--- config.mk ---
export PLATFORM = sky130hd
export DESIGN_NAME = dbac_regs
export DESIGN_NICKNAME = d
export VERILOG_FILES = /design/src/include/dbac_pkg.sv /design/src/include/dbac_scl_if.sv /design/src/rtl/dbac_scl_gen.sv /design/src/rtl/dbac_regs.sv
export SDC_FILE = /design/constraint.sdc
export NUM_CORES = 1
export LEC_CHECK = 0
export ABC_CLOCK_PERIOD_IN_PS = 9600
export CORE_MARGIN = 5
export CORE_UTILIZATION = 55
export DETAILED_ROUTE_END_ITERATION = 7
export DONT_BUFFER_PORTS = 1
export PLACE_DENSITY = 0.75
export SLEW_MARGIN = 20
export SYNTH_ARGS = -nofsm -noshare
export SYNTH_HDL_FRONTEND = slang
export SYNTH_SLANG_ARGS = --single-unit
--- constraint.sdc ---
create_clock -name clk_i -period 9.6 [get_ports clk_i]
set_clock_uncertainty 0.1 [all_clocks]
set_input_delay 1.92 -clock clk_i [delete_from_list [all_inputs] [get_ports clk_i]]
set_output_delay 1.92 -clock clk_i [all_outputs]
set_load 0.1 [all_outputs]
--- src/include/dbac_pkg.sv ---
// Constants, types and helpers shared by the audio and test register bank
package dbac_pkg;

  localparam logic [7:0] OFS_ERROR_COUNT = 8'h25;
  localparam logic [7:0] OFS_HIGH_TIME   = 8'h26;
  localparam logic [7:0] OFS_LOW_TIME    = 8'h27;
  localparam logic [7:0] OFS_AUDIO       = 8'h28;

  localparam logic [7:0] RST_ERROR_COUNT = 8'h00;
  localparam logic [7:0] RST_HIGH_TIME   = 8'h83;
  localparam logic [7:0] RST_LOW_TIME    = 8'h84;
  localparam logic [7:0] RST_AUDIO       = 8'h00;

  localparam int unsigned AUD_HOLD_BIT = 7;
  localparam int unsigned AUD_AUX_BIT  = 3;
  localparam int unsigned AUD_OFF_BIT  = 2;
  localparam int unsigned AUD_SURR_BIT = 0;
  localparam logic [7:0]  AUD_WR_MASK  = 8'h8D;
  localparam logic [7:0]  AUD_FC_MASK  = 8'h0D;

  localparam logic [7:0] ERROR_MAX   = 8'hFF;
  localparam logic [3:0] BYTE_BITS   = 4'h8;
  // Target address on the serial control bus; arbitrary value
  localparam logic [6:0] TARGET_ADDR = 7'h2C;

  localparam int unsigned UNIT_NS = 50;
  localparam int unsigned CLK_NS  = 100;

  typedef enum {
    BUS_IDLE, BUS_ADDR, BUS_ACK_ADDR, BUS_PTR, BUS_ACK_PTR,
    BUS_WRITE, BUS_ACK_WRITE, BUS_READ, BUS_ACK_READ
  } dbac_bus_state_type;

  typedef enum {
    GEN_HIGH, GEN_LOW
  } dbac_gen_state_type;

  // Count of 50 ns units to clock cycles, rounded up, never below one
  function automatic logic [8:0] to_cycles(input logic [7:0] units);
    logic [15:0] ns;
    ns        = 16'(units) * 16'(UNIT_NS);
    to_cycles = 9'((ns + 16'(CLK_NS - 1)) / 16'(CLK_NS));
    if (to_cycles == 9'h000)
    begin
      to_cycles = 9'h001;
    end
  endfunction : to_cycles

endpackage : dbac_pkg

--- src/include/dbac_scl_if.sv ---
// Carrier between the register bank and its local clock-line generator
interface dbac_scl_if;
  logic       run;
  logic [8:0] high_cyc;
  logic [8:0] low_cyc;
  logic       scl_low;

  modport ctrl (output run, output high_cyc, output low_cyc, input scl_low);
  modport gen  (input run, input high_cyc, input low_cyc, output scl_low);
endinterface : dbac_scl_if

--- src/rtl/dbac_scl_gen.sv ---
// Clock-line generator for the device acting as master on its local bus
module dbac_scl_gen (
  input  wire logic clk_i,
  input  wire logic rst_i,
  dbac_scl_if.gen   bus
);

  dbac_pkg::dbac_gen_state_type st;
  dbac_pkg::dbac_gen_state_type next_st;
  logic [8:0]                   cnt;
  logic [8:0]                   next_cnt;

  always_comb
  begin
    next_st  = st;
    next_cnt = cnt + 9'h001;
    case (st)
      dbac_pkg::GEN_HIGH:
      begin
        if (!bus.run)
        begin
          next_cnt = 9'h000;
        end
        else if (cnt >= bus.high_cyc - 9'h001)
        begin
          next_st  = dbac_pkg::GEN_LOW;
          next_cnt = 9'h000;
        end
      end
      dbac_pkg::GEN_LOW:
      begin
        if (cnt >= bus.low_cyc - 9'h001)
        begin
          next_st  = dbac_pkg::GEN_HIGH;
          next_cnt = 9'h000;
        end
      end
      default:
      begin
        next_st  = dbac_pkg::GEN_HIGH;
        next_cnt = 9'h000;
      end
    endcase
  end

  always_ff @(posedge clk_i or posedge rst_i)
  begin
    if (rst_i)
    begin
      st  <= dbac_pkg::GEN_HIGH;
      cnt <= 9'h000;
    end
    else
    begin
      st  <= next_st;
      cnt <= next_cnt;
    end
  end

  assign bus.scl_low = (st == dbac_pkg::GEN_LOW);
endmodule : dbac_scl_gen

--- src/rtl/dbac_regs.sv ---
// Self-test error count, local clock timing and audio path control registers
module dbac_regs (
  input  wire logic       clk_i,
  input  wire logic       rst_i,
  input  wire logic       power_down_bar_i,
  input  wire logic       scl_i,
  input  wire logic       sda_i,
  output logic            scl_drive_n_o,
  output logic            sda_drive_n_o,
  input  wire logic       local_master_run_i,
  output logic            local_scl_drive_n_o,
  input  wire logic       selftest_run_bit_i,
  input  wire logic       fc_error_i,
  input  wire logic       fc_load_i,
  input  wire logic [7:0] fc_data_i,
  input  wire logic       repeater_i,
  input  wire logic       inband_valid_i,
  input  wire logic       inband_surround_i,
  input  wire logic       frame_transport_i,
  input  wire logic [1:0] gpio_out_i,
  input  wire logic       aux_word_select_i,
  input  wire logic       aux_data_i,
  input  wire logic [3:0] i2s_data_i,
  output logic [1:0]      general_io_o,
  output logic [3:0]      i2s_data_o,
  output logic            surround_o,
  output logic            frame_transport_o
);

  logic [2:0] sync1;
  logic [2:0] sync2;
  logic [2:0] pin_raw;
  logic       scl_p;
  logic       sda_p;

  assign pin_raw = {power_down_bar_i, sda_i, scl_i};

  // Pins pass two flops; only the second stage is read anywhere
  generate
    for (genvar g = 0; g < 3; g++)
    begin : g_sync
      always_ff @(posedge clk_i or posedge rst_i)
      begin
        if (rst_i)
        begin
          sync1[g] <= 1'b1;
          sync2[g] <= 1'b1;
        end
        else
        begin
          sync1[g] <= pin_raw[g];
          sync2[g] <= sync1[g];
        end
      end
    end
  endgenerate

  always_ff @(posedge clk_i or posedge rst_i)
  begin
    if (rst_i)
    begin
      scl_p <= 1'b1;
      sda_p <= 1'b1;
    end
    else
    begin
      scl_p <= sync2[0];
      sda_p <= sync2[1];
    end
  end

  logic scl_s, sda_s, pdb_s, start_ev, stop_ev, rise_ev, fall_ev;
  assign scl_s    = sync2[0];
  assign sda_s    = sync2[1];
  assign pdb_s    = sync2[2];
  assign start_ev = scl_s && scl_p && sda_p && !sda_s;
  assign stop_ev  = scl_s && scl_p && !sda_p && sda_s;
  assign rise_ev  = scl_s && !scl_p;
  assign fall_ev  = !scl_s && scl_p;

  logic [7:0] err_cnt, high_t, low_t, audio;
  logic [7:0] next_err_cnt, next_high_t, next_low_t, next_audio;
  logic       run_p, wr_en, next_wr_en;
  logic [7:0] wr_addr, next_wr_addr, wr_data, next_wr_data, rd_data;
  logic [8:0] low_cyc;

  assign low_cyc = dbac_pkg::to_cycles(low_t);

  dbac_pkg::dbac_bus_state_type st, next_st;
  logic [3:0] cnt, next_cnt;
  logic [7:0] shreg, next_shreg, ptr, next_ptr;
  logic [8:0] scnt, next_scnt;
  logic       rw, next_rw, next_sda_n;

  always_comb
  begin
    case (ptr)
      dbac_pkg::OFS_ERROR_COUNT: rd_data = err_cnt;
      dbac_pkg::OFS_HIGH_TIME:   rd_data = high_t;
      dbac_pkg::OFS_LOW_TIME:    rd_data = low_t;
      dbac_pkg::OFS_AUDIO:       rd_data = audio & dbac_pkg::AUD_WR_MASK;
      default:                   rd_data = 8'h00;
    endcase
  end

  always_comb
  begin
    next_st      = st;
    next_cnt     = cnt;
    next_shreg   = shreg;
    next_ptr     = ptr;
    next_rw      = rw;
    next_sda_n   = sda_drive_n_o;
    next_wr_en   = 1'b0;
    next_wr_addr = wr_addr;
    next_wr_data = wr_data;
    next_scnt    = (scnt == 9'h000) ? 9'h000 : scnt - 9'h001;
    if (stop_ev)
    begin
      next_st    = dbac_pkg::BUS_IDLE;
      next_sda_n = 1'b1;
    end
    else if (start_ev)
    begin
      next_st    = dbac_pkg::BUS_ADDR;
      next_cnt   = 4'h0;
      next_sda_n = 1'b1;
    end
    else
    begin
      case (st)
        dbac_pkg::BUS_IDLE:
        begin
          next_sda_n = 1'b1;
        end
        dbac_pkg::BUS_ADDR, dbac_pkg::BUS_PTR, dbac_pkg::BUS_WRITE:
        begin
          if (rise_ev)
          begin
            next_shreg = {shreg[6:0], sda_s};
            next_cnt   = cnt + 4'h1;
          end
          else if (fall_ev && cnt == dbac_pkg::BYTE_BITS)
          begin
            next_cnt   = 4'h0;
            next_sda_n = 1'b0;
            if (st == dbac_pkg::BUS_ADDR)
            begin
              next_rw = shreg[0];
              next_st = dbac_pkg::BUS_ACK_ADDR;
              if (shreg[7:1] != dbac_pkg::TARGET_ADDR)
              begin
                next_st    = dbac_pkg::BUS_IDLE;
                next_sda_n = 1'b1;
              end
            end
            else if (st == dbac_pkg::BUS_PTR)
            begin
              next_ptr = shreg;
              next_st  = dbac_pkg::BUS_ACK_PTR;
            end
            else
            begin
              next_wr_en   = 1'b1;
              next_wr_addr = ptr;
              next_wr_data = shreg;
              next_ptr     = ptr + 8'h01;
              next_st      = dbac_pkg::BUS_ACK_WRITE;
            end
          end
        end
        dbac_pkg::BUS_ACK_ADDR, dbac_pkg::BUS_ACK_PTR, dbac_pkg::BUS_ACK_WRITE,
        dbac_pkg::BUS_ACK_READ:
        begin
          if (st == dbac_pkg::BUS_ACK_READ && rise_ev && sda_s)
          begin
            next_st = dbac_pkg::BUS_IDLE;
          end
          else if (fall_ev)
          begin
            next_sda_n = 1'b1;
            next_st    = (st == dbac_pkg::BUS_ACK_ADDR) ? dbac_pkg::BUS_PTR
                                                        : dbac_pkg::BUS_WRITE;
            if (rw && (st == dbac_pkg::BUS_ACK_ADDR || st == dbac_pkg::BUS_ACK_READ))
            begin
              // First bit goes out while the clock is held low
              next_shreg = rd_data;
              next_sda_n = rd_data[7];
              next_scnt  = low_cyc;
              next_cnt   = 4'h0;
              next_st    = dbac_pkg::BUS_READ;
            end
          end
        end
        dbac_pkg::BUS_READ:
        begin
          if (rise_ev)
          begin
            next_cnt = cnt + 4'h1;
          end
          else if (fall_ev && cnt == dbac_pkg::BYTE_BITS)
          begin
            next_sda_n = 1'b1;
            next_cnt   = 4'h0;
            next_ptr   = ptr + 8'h01;
            next_st    = dbac_pkg::BUS_ACK_READ;
          end
          else if (fall_ev)
          begin
            next_shreg = {shreg[6:0], 1'b0};
            next_sda_n = shreg[6];
          end
        end
        default:
        begin
          next_st    = dbac_pkg::BUS_IDLE;
          next_sda_n = 1'b1;
        end
      endcase
    end
  end

  always_ff @(posedge clk_i or posedge rst_i)
  begin
    if (rst_i)
    begin
      st            <= dbac_pkg::BUS_IDLE;
      cnt           <= 4'h0;
      shreg         <= 8'h00;
      ptr           <= 8'h00;
      rw            <= 1'b0;
      scnt          <= 9'h000;
      wr_en         <= 1'b0;
      wr_addr       <= 8'h00;
      wr_data       <= 8'h00;
      sda_drive_n_o <= 1'b1;
      scl_drive_n_o <= 1'b1;
    end
    else
    begin
      st            <= next_st;
      cnt           <= next_cnt;
      shreg         <= next_shreg;
      ptr           <= next_ptr;
      rw            <= next_rw;
      scnt          <= next_scnt;
      wr_en         <= next_wr_en;
      wr_addr       <= next_wr_addr;
      wr_data       <= next_wr_data;
      sda_drive_n_o <= next_sda_n;
      scl_drive_n_o <= (next_scnt == 9'h000);
    end
  end

  always_comb
  begin
    next_err_cnt = err_cnt;
    next_high_t  = high_t;
    next_low_t   = low_t;
    next_audio   = audio;
    if (selftest_run_bit_i && !run_p)
    begin
      next_err_cnt = dbac_pkg::RST_ERROR_COUNT;
    end
    else if (selftest_run_bit_i && fc_error_i && err_cnt != dbac_pkg::ERROR_MAX)
    begin
      next_err_cnt = err_cnt + 8'h01;
    end
    // Counting stops with the run bit, so the value then stands still
    if (fc_load_i && !audio[dbac_pkg::AUD_HOLD_BIT])
    begin
      next_audio = (audio & ~dbac_pkg::AUD_FC_MASK) | (fc_data_i & dbac_pkg::AUD_FC_MASK);
    end
    // A control-bus write lands after a same-cycle load and wins over it
    if (wr_en)
    begin
      case (wr_addr)
        dbac_pkg::OFS_HIGH_TIME: next_high_t = wr_data;
        dbac_pkg::OFS_LOW_TIME:  next_low_t  = wr_data;
        dbac_pkg::OFS_AUDIO:     next_audio  = wr_data & dbac_pkg::AUD_WR_MASK;
        default:                 next_audio  = next_audio;
      endcase
    end
    if (!pdb_s)
    begin
      next_err_cnt = dbac_pkg::RST_ERROR_COUNT;
      next_high_t  = dbac_pkg::RST_HIGH_TIME;
      next_low_t   = dbac_pkg::RST_LOW_TIME;
      next_audio   = dbac_pkg::RST_AUDIO;
    end
  end

  always_ff @(posedge clk_i or posedge rst_i)
  begin
    if (rst_i)
    begin
      err_cnt <= dbac_pkg::RST_ERROR_COUNT;
      high_t  <= dbac_pkg::RST_HIGH_TIME;
      low_t   <= dbac_pkg::RST_LOW_TIME;
      audio   <= dbac_pkg::RST_AUDIO;
      run_p   <= 1'b0;
    end
    else
    begin
      err_cnt <= next_err_cnt;
      high_t  <= next_high_t;
      low_t   <= next_low_t;
      audio   <= next_audio;
      run_p   <= selftest_run_bit_i;
    end
  end

  logic next_surround;

  always_comb
  begin
    next_surround = audio[dbac_pkg::AUD_SURR_BIT];
    if (repeater_i && inband_valid_i)
    begin
      next_surround = inband_surround_i;
    end
  end

  always_ff @(posedge clk_i or posedge rst_i)
  begin
    if (rst_i)
    begin
      general_io_o      <= 2'h0;
      i2s_data_o        <= 4'h0;
      surround_o        <= 1'b0;
      frame_transport_o <= 1'b0;
    end
    else
    begin
      general_io_o      <= audio[dbac_pkg::AUD_AUX_BIT] ? {aux_word_select_i, aux_data_i}
                                                        : gpio_out_i;
      i2s_data_o        <= audio[dbac_pkg::AUD_OFF_BIT] ? 4'h0 : i2s_data_i;
      surround_o        <= next_surround;
      frame_transport_o <= frame_transport_i && !next_surround;
    end
  end

  dbac_scl_if sif ();
  assign sif.run      = local_master_run_i;
  assign sif.high_cyc = dbac_pkg::to_cycles(high_t);
  assign sif.low_cyc  = low_cyc;

  dbac_scl_gen u_gen (
    .clk_i (clk_i),
    .rst_i (rst_i),
    .bus   (sif.gen)
  );

  always_ff @(posedge clk_i or posedge rst_i)
  begin
    if (rst_i)
    begin
      local_scl_drive_n_o <= 1'b1;
    end
    else
    begin
      local_scl_drive_n_o <= !sif.scl_low;
    end
  end

  // Helper: length of the current clock stretch
  logic [8:0] hold_len;
  always_ff @(posedge clk_i or posedge rst_i)
  begin
    if (rst_i)
    begin
      hold_len <= 9'h000;
    end
    else
    begin
      hold_len <= scl_drive_n_o ? 9'h000 : hold_len + 9'h001;
    end
  end
endmodule : dbac_regs

==> run summary, run 1 <==
The area share of the leading cell type in the synthesized netlist is 21.59%. The setup TNS is 0 ps. When the netlist entered floorplanning its net count stood at 1423. Setup slack on the critical path of the routed design comes to 71.79 ps. The global placement routability congestion is 0.9662. The tool flagged a number of max-cap violations equal to 0. The number of hold-repair buffers added at the cts stage is 0. Excluding fillers, the count of instances in the completed layout stands at 1716.

The first-pass GRT wire length came out at 45660 µm. The via count is 10.61k. The starting utilization of the core area is 55.57%. The number of antenna diodes came out at 0. The net total in the final layout is 1566. The element type at the critical path end is a flop. The number of flops mapped to enable cells by yosys came out at 0.

Data on the critical path is required at its endpoint by 9780 ps. The total length of routed wires came out at 29700 µm. The netlist uses 110 different library cells. TritonCTS built the clock tree. The leakage power total came out at 5.830 nW. For this run, the total global-route usage over all layers was measured as 24.12%. The post-synthesis sequential area ratio came out at 25.49%. The combined area of the multi-input logic cells is 8438 µm². The proportion of synthesized flip-flops having asynchronous set or reset came out at 100.0%. The largest net degree at the start of global routing is 76. The most frequently used flop master after synthesis is dfrtp_1. The critical path arrival is 9700 ps.

Setup repair after global routing could not meet its margin everywhere. The total clock sinks is 109. The count of port buffers added during placement came out at 0. The highest cell delay on the worst timing path is 640 ps. For this run, design rule violations remaining after detail routing come to 0. The insertion delay of the later-clocked pin in the worst-skew pair is 350 ps. The floorplan die width is 150.0 µm.

The highest achievable clock rate is 105.0 MHz. After floorplanning, the core was divided into 51 placement rows. The die height is 150.0 µm. Yosys printed 0 warnings. The synthesized instance count is 1303. The sum of overflow across all layers after global routing came out at 0. The worst IR drop on VDD came out at 0.1301 mV. The run finished with clean final reports. Setup violations remaining at the end of the flow were counted as 0. The final-report hold violation count came out at 0. In this run the cell area measured after placement is 12080 µm². The average instance in the mapped netlist occupies 8.273 µm². Power spread over the standard cell area amounts to 83.30 nW/µm². The min-delay analysis places its worst path in the category reg -> reg.

The post-route netlist has 25.84% of its cells at a drive strength greater than 1. The average wire per cell in the routed design is 17.31 µm. The placeable core region came out at 19400 µm². In this run the worst path has a maximum fanout of 7. The final clock period utilization by the worst path came out at 99.25%. Counting tap cells, the placed design contains a total of 1679 instances. The worst setup path is launched from a flop.

The clock-pin transition on the worst setup and hold timing paths came out at 80 ps. The count of final max-slew check failures is 0. The initial antenna violation count is 0. The via count of the first global-routing pass is 9718. The root cell of the clock tree is clkbuf_16.

In the post-synthesis netlist, the biggest area contributors are dfrtp_1 (22%), ha_1 (9.9%), nand2_1 (5.3%). The post-route standard cell area excluding fillers is 13260 µm². The DRC violation total after the first TritonRoute iteration is 690.

The number of buffers inserted during clock tree synthesis is 9. The count of nets left with antenna violations once routing finished came out at 0. The largest total area in the synthesized netlist belongs to dfrtp_1. The number of vias per cell is 6.182. The cell area that synthesis handed to floorplanning was 10780 µm².

The H-tree generated during clock tree synthesis spans 3 levels. The setup slack at placement is -157.3 ps. Measured against its own limit, the worst slew margin works out to 32.39%.

At the pin with the least slew margin, the transition time is 1007 ps. The area growth from synthesis to layout came out at 23.03%. The worst setup path is of the reg -> reg kind. The final period demand of the worst path came out at 9528 ps. The number of flip-flops and latches in the synthesized netlist came out at 109. Summed over all nets, the half-perimeter wirelength after detailed placement is 21540 µm. The count of TritonRoute iterations in the first routing pass is 5.

The register cell area after layout came out at 2755 µm². The die covers 22500 µm². In this run the deepest clock path goes through 2 buffers. Fill cells in the final layout number 1581. The cell with the largest stage delay on the worst path is dfstp_2. The final hold slack came out at 258.8 ps. For this design the top-level I/O count stands at 40.
-- metal layers --
metal  part of all wire [%]  global-route usage [%]  vias up  routed length, µm
met1                     43                   32.91     5085              12860
met4                    2.9                   6.953        0                854
met3                    4.4                   2.756       68               1299
met5                      0                       0        -                  0
met2                     49                   40.50      273              14680
li1                       -                       -     5182                  -
-- cell usage in the layout (no fill, tap or decap), types with 16 or more instances in the layout --
master and instances:
xnor2_1 37, nand4_1 18, inv_1 43, a21o_1 18, o21ai_0 58, xor2_1 32
nand3_1 53, nor3_1 26, dfstp_2 16, nand2_1 148, mux2i_1 24, a21oi_1 55
dfrtp_1 87, nand2b_1 20, buf_4 162, ha_1 71, nor2_1 110, nor2b_1 32
a22oi_1 19
-- worst paths after layout --
| path | startpoint | end | slack (ps) | cells past startpoint |
|---|---|---|---|---|
| max in group asynchronous | rst_i | low_t[3]$_DFFE_PP0P_ | 6720 | 2 |
| min in group asynchronous | rst_i | scnt[2]$_DFF_PP0_ | 1340 | 1 |
| max reg2reg | low_t[2]$_DFFE_PP1P_ | u_gen.cnt[6]$_DFF_PP0_ | 70 | 37 |
| min reg2reg | sync1[2]$_DFF_PP1_ | pdb_s$_DFF_PP1_ | 260 | 0 |
| min | sync1[2]$_DFF_PP1_ | pdb_s$_DFF_PP1_ | 260 | 0 |
| max | low_t[2]$_DFFE_PP1P_ | u_gen.cnt[6]$_DFF_PP0_ | 70 | 37 |
-- cells by family after synthesis --
family | share of synthesized area [%]
and+or+nand+nor | 24.55
AOI/OAI and AO/OA | 25.97
DFF | 25.49
adders and majority gates | 11.55
buffers and inverters | 2.879
xor gates and xnor gates | 6.164
muxes | 3.401
-- layout make-up --
cell class                 count  area share, %
multi-input combinational   1116          63.63
inverter                      44          1.264
timing repair buffer         166          9.510
sequential                   109          20.78
clock buffer                  10          1.727
tap                          265          2.500
clock inverter                 6         0.5944
-- Yosys cell counts, types with 32 or more instances --
cell	number
nand3_1	53
a21oi_1	67
o21ai_0	67
inv_1	44
nor3_1	34
nor2b_1	33
dfrtp_1	93
xnor2_1	42
nand2_1	152
nor2_1	116
xor2_1	32
ha_1	85
-- repair_timing --
item	4_1_cts	5_1_grt
setup endpoints to repair	9	10
setup buffers	1	19
resized for setup	3	134
pin swaps	0	54
cloned	0	1
-- registers in the layout, indices dropped and copies added, names as in the netlist, 8 cells and up --
signal,count
shreg,8
low_t,8
ptr,8
u_gen.cnt,9
wr_addr,8
err_cnt,8
scnt,9
high_t,8
wr_data,8
-- report_power, final --
group | switching, mW | internal [mW] | total, mW
logic | 0.0798 | 0.0681 | 0.148
registers | 0.0805 | 0.496 | 0.577
clock network | 0.172 | 0.208 | 0.380
-- through the flow --
stage	power, mW	util [%]
3_5_place_dp	0.7285	62.25
2_1_floorplan	0.6870	-
4_1_cts	1.107	63.98
6_report	1.105	68.36
5_1_grt	1.154	68.36
3_3_place_gp	0.7217	62.25
-- critical path: cells and delay by family, from the launching register on --
family | cells | cell delay [ps]
flops | 1 | 640
simple gates | 10 | 1610
compound gates | 19 | 4440
mux | 1 | 430
fa+ha+maj | 7 | 2210
Note: power is estimated with default switching activity, not from simulation.
==> run 2, diff against run 1 <==
Settings changed: RECOVER_POWER from default to 100.
==> run 2 against run 1 <==
The run now ends with max-capacitance violations, max-slew violations left. Sequential share of layout area hardly changed. Power is 0.14% lower. Sequential cell count stayed put. Clock-buffer cell count stayed put. First-iteration DRC count is 2.8% lower. Register-to-register slack worse by 20 ps. Critical path depth is 4 higher.
==> run summary, run 2 (synthesized netlist as in run 1, its figures left out) <==
Run status: finished, violations left (was complete, no violations). The final reports fail on max-capacitance violations, max-slew violations. The average wire per cell in the routed design is 17.29 µm (was 17.31 µm). The area of the die came out at 22500 µm² (unchanged). The setup TNS was 0 ps (unchanged). The die height is 150.0 µm (unchanged). The total length of routed wires came out at 29670 µm (was 29700 µm). The area growth from synthesis to layout came to 22.82% (was 23.03%). The worst-margin pin slew was 3884 ps (was 1007 ps). The endpoint required time on the critical path is 9770 ps (was 9780 ps). The sum of overflow across all layers after global routing was 0 (unchanged). Registers with the highest flip-flop counts: scnt x9, u_gen.cnt x9 (unchanged). The total DRC errors in the routed layout is 0 (unchanged). The number of buffers inserted during clock tree synthesis is 9 (unchanged). The leakage power total came out at 5.803 nW (was 5.830 nW). The first-pass GRT wire length is 45660 µm (unchanged). The number of stages on the worst hold path is 0 (unchanged). The filler cell count in the final layout was 1588 (was 1581).

The count of port buffers added during placement is 0 (unchanged). The sort of element at the start of the critical path is a flop (unchanged). The count of placed standard cells in the final layout, fillers left out is 1716 (unchanged).

The depth of the worst register-to-register path was 41 (was 37). The via count was 10.60k (was 10.61k). The worst IR drop on VDD came to 0.1298 mV (was 0.1301 mV). The number of nets with antenna violations after detailed routing is 0 (unchanged). The net total in the final layout is 1566 (unchanged). The root cell of the clock tree is clkbuf_16 (unchanged). The post-route standard cell area excluding fillers came out at 13240 µm² (was 13260 µm²). The insertion delay of the later-clocked pin in the worst-skew pair is 350 ps (about the same). The clock-pin transition on the worst setup and hold timing paths came to 80 ps (about the same).

The count of endpoints failing setup in the final report is 0 (unchanged). The startpoint of the worst register-to-register path is low_t[2]$_DFFE_PP1P_ (unchanged). The placeable core region was 19400 µm² (unchanged).

The start point of the worst hold path is sync1[2]$_DFF_PP1_ (unchanged). The critical path startpoint was low_t[2]$_DFFE_PP1P_ (unchanged). The highest cell delay on the worst timing path is 640 ps (about the same). The sum of internal, switching and leakage power is 1.103 mW (was 1.105 mW). The DRC violation total after the first TritonRoute iteration came to 671 (was 690). The starting utilization of the core area came out at 55.57% (unchanged). The via count of the first global-routing pass is 9718 (unchanged). Unrepaired setup endpoints after global routing: yes (unchanged).

The overall track demand over capacity in global routing is 24.12% (unchanged). The floorplan die width came out at 150.0 µm (unchanged). The count of max-cap constraint violations came out at 1 (was 0). The count of final max-slew check failures came out at 76 (was 0).

The number of vias per cell came out at 6.174 (was 6.182). The total clock sinks is 109 (unchanged). The final clock period utilization by the worst path is 99.47% (was 99.25%). The count of TritonRoute iterations in the first routing pass is 5 (unchanged). Highest-count cells in the layout ignoring fill and taps: buf_4 (158), nand2_1 (148), nor2_1 (110) (was buf_4 (162), nand2_1 (148), nor2_1 (110)). The largest net degree at the start of global routing came out at 76 (unchanged).

The element type at the critical path end is a flop (unchanged). The path type of the worst setup path is reg -> reg (unchanged). The final-report hold violation count came to 0 (unchanged).

The total power density per cell area came out at 83.33 nW/µm² (was 83.30 nW/µm²). The combined area of the multi-input logic cells is 8432 µm² (was 8438 µm²). The number of antenna diodes is 0 (unchanged). The number of core rows came out at 51 (unchanged). The placed instance area is 12080 µm² (unchanged). The highest achievable clock rate came out at 104.7 MHz (was 105.0 MHz). The initial antenna violation count came to 0 (unchanged). The number of top-level pins was 40 (unchanged). The register cell area after layout is 2755 µm² (unchanged).

The cell with the largest stage delay on the worst path is dfstp_2 (unchanged). The share of cells above drive strength 1 is 25.09% (was 25.84%). The clock tree from TritonCTS is done (unchanged).

The clock tree buffer depth came to 2 (unchanged). The critical path arrival is 9720 ps (was 9700 ps). The most common library cell in the layout ignoring fill and taps is buf_4 (unchanged). The half-perimeter wire length after detailed placement is 21540 µm (unchanged). The class of the most critical hold timing path is reg -> reg (unchanged).

The number of H-tree levels is 3 (unchanged). The cell total after placement is 1679 (unchanged). By instance count, the cell type seen most on the critical path is buf_4. The final hold slack came out at 257.5 ps (was 258.8 ps). The worst slew margin relative to its limit came out at -158.9% (was 32.39%).

The final period demand of the worst path is 9549 ps (was 9528 ps). The global placement routability congestion was 0.9662 (unchanged). The maximum fanout encountered on the critical timing path is 8 (was 7).
[run 2: cell types whose count changed in the layout (fill, tap and decap cells not counted), sizes merged]
cell / before / now
clkbuf: 10 / 14
buf: 166 / 162
clkinvlp: 0 / 1
inv: 47 / 46
[run 2: metal layers]
layer	global-route usage, %	routed length [µm]
met3	2.756	1181
met1	32.91	13000
met4	6.953	865
met5	0	0
met2	40.50	14630
[run 2: critical path: cells and delay by family, from the launching register on]
kind                     cells  cell delay [ps]
adder cells (fa/ha/maj)      7             2060
buffers and inverters        4              800
flip-flops                   1              640
AO/OA/AOI/OAI               22             4730
AND/OR/NAND/NOR              8             1130
[run 2: final cells by class]
cell class / count / area share [%]
clock inverters: 6 / 0.5954
flip-flops and latches: 109 / 20.81
inverters: 44 / 1.257
multi-input cells: 1116 / 63.69
repair buffers: 166 / 9.413
well taps: 265 / 2.504
clock buffers: 10 / 1.730
[run 2: path summary, 6_finish.rpt]
path | end | slack, ps
min in group asynchronous | scnt[2]$_DFF_PP0_ | 1680
min | pdb_s$_DFF_PP1_ | 260
max reg2reg | u_gen.cnt[5]$_DFF_PP0_ | 50
max in group asynchronous | high_t[3]$_DFFE_PP0P_ | 3180
max | u_gen.cnt[5]$_DFF_PP0_ | 50
min reg2reg | pdb_s$_DFF_PP1_ | 260
[run 2: through the flow]
step,setup slack (ps),util [%]
final,50.66,68.25
after global routing,-227.2,68.25
after CTS,5.098,63.98
after detailed placement,-157.3,62.25
after global placement,-0.1537,62.25
after floorplan,407.7,-
[run 2: power breakdown]
part | internal [mW] | switching (mW) | total (mW)
combinational | 0.0679 | 0.0797 | 0.148
clock | 0.208 | 0.172 | 0.380
sequential | 0.495 | 0.0803 | 0.575
[run 2: timing repair]
item	in CTS	in global routing
hold buffers	0	0
cloned	0	1
setup endpoints to repair	9	10
buffers inserted	1	19
pin swaps	0	54
resized for setup	3	134
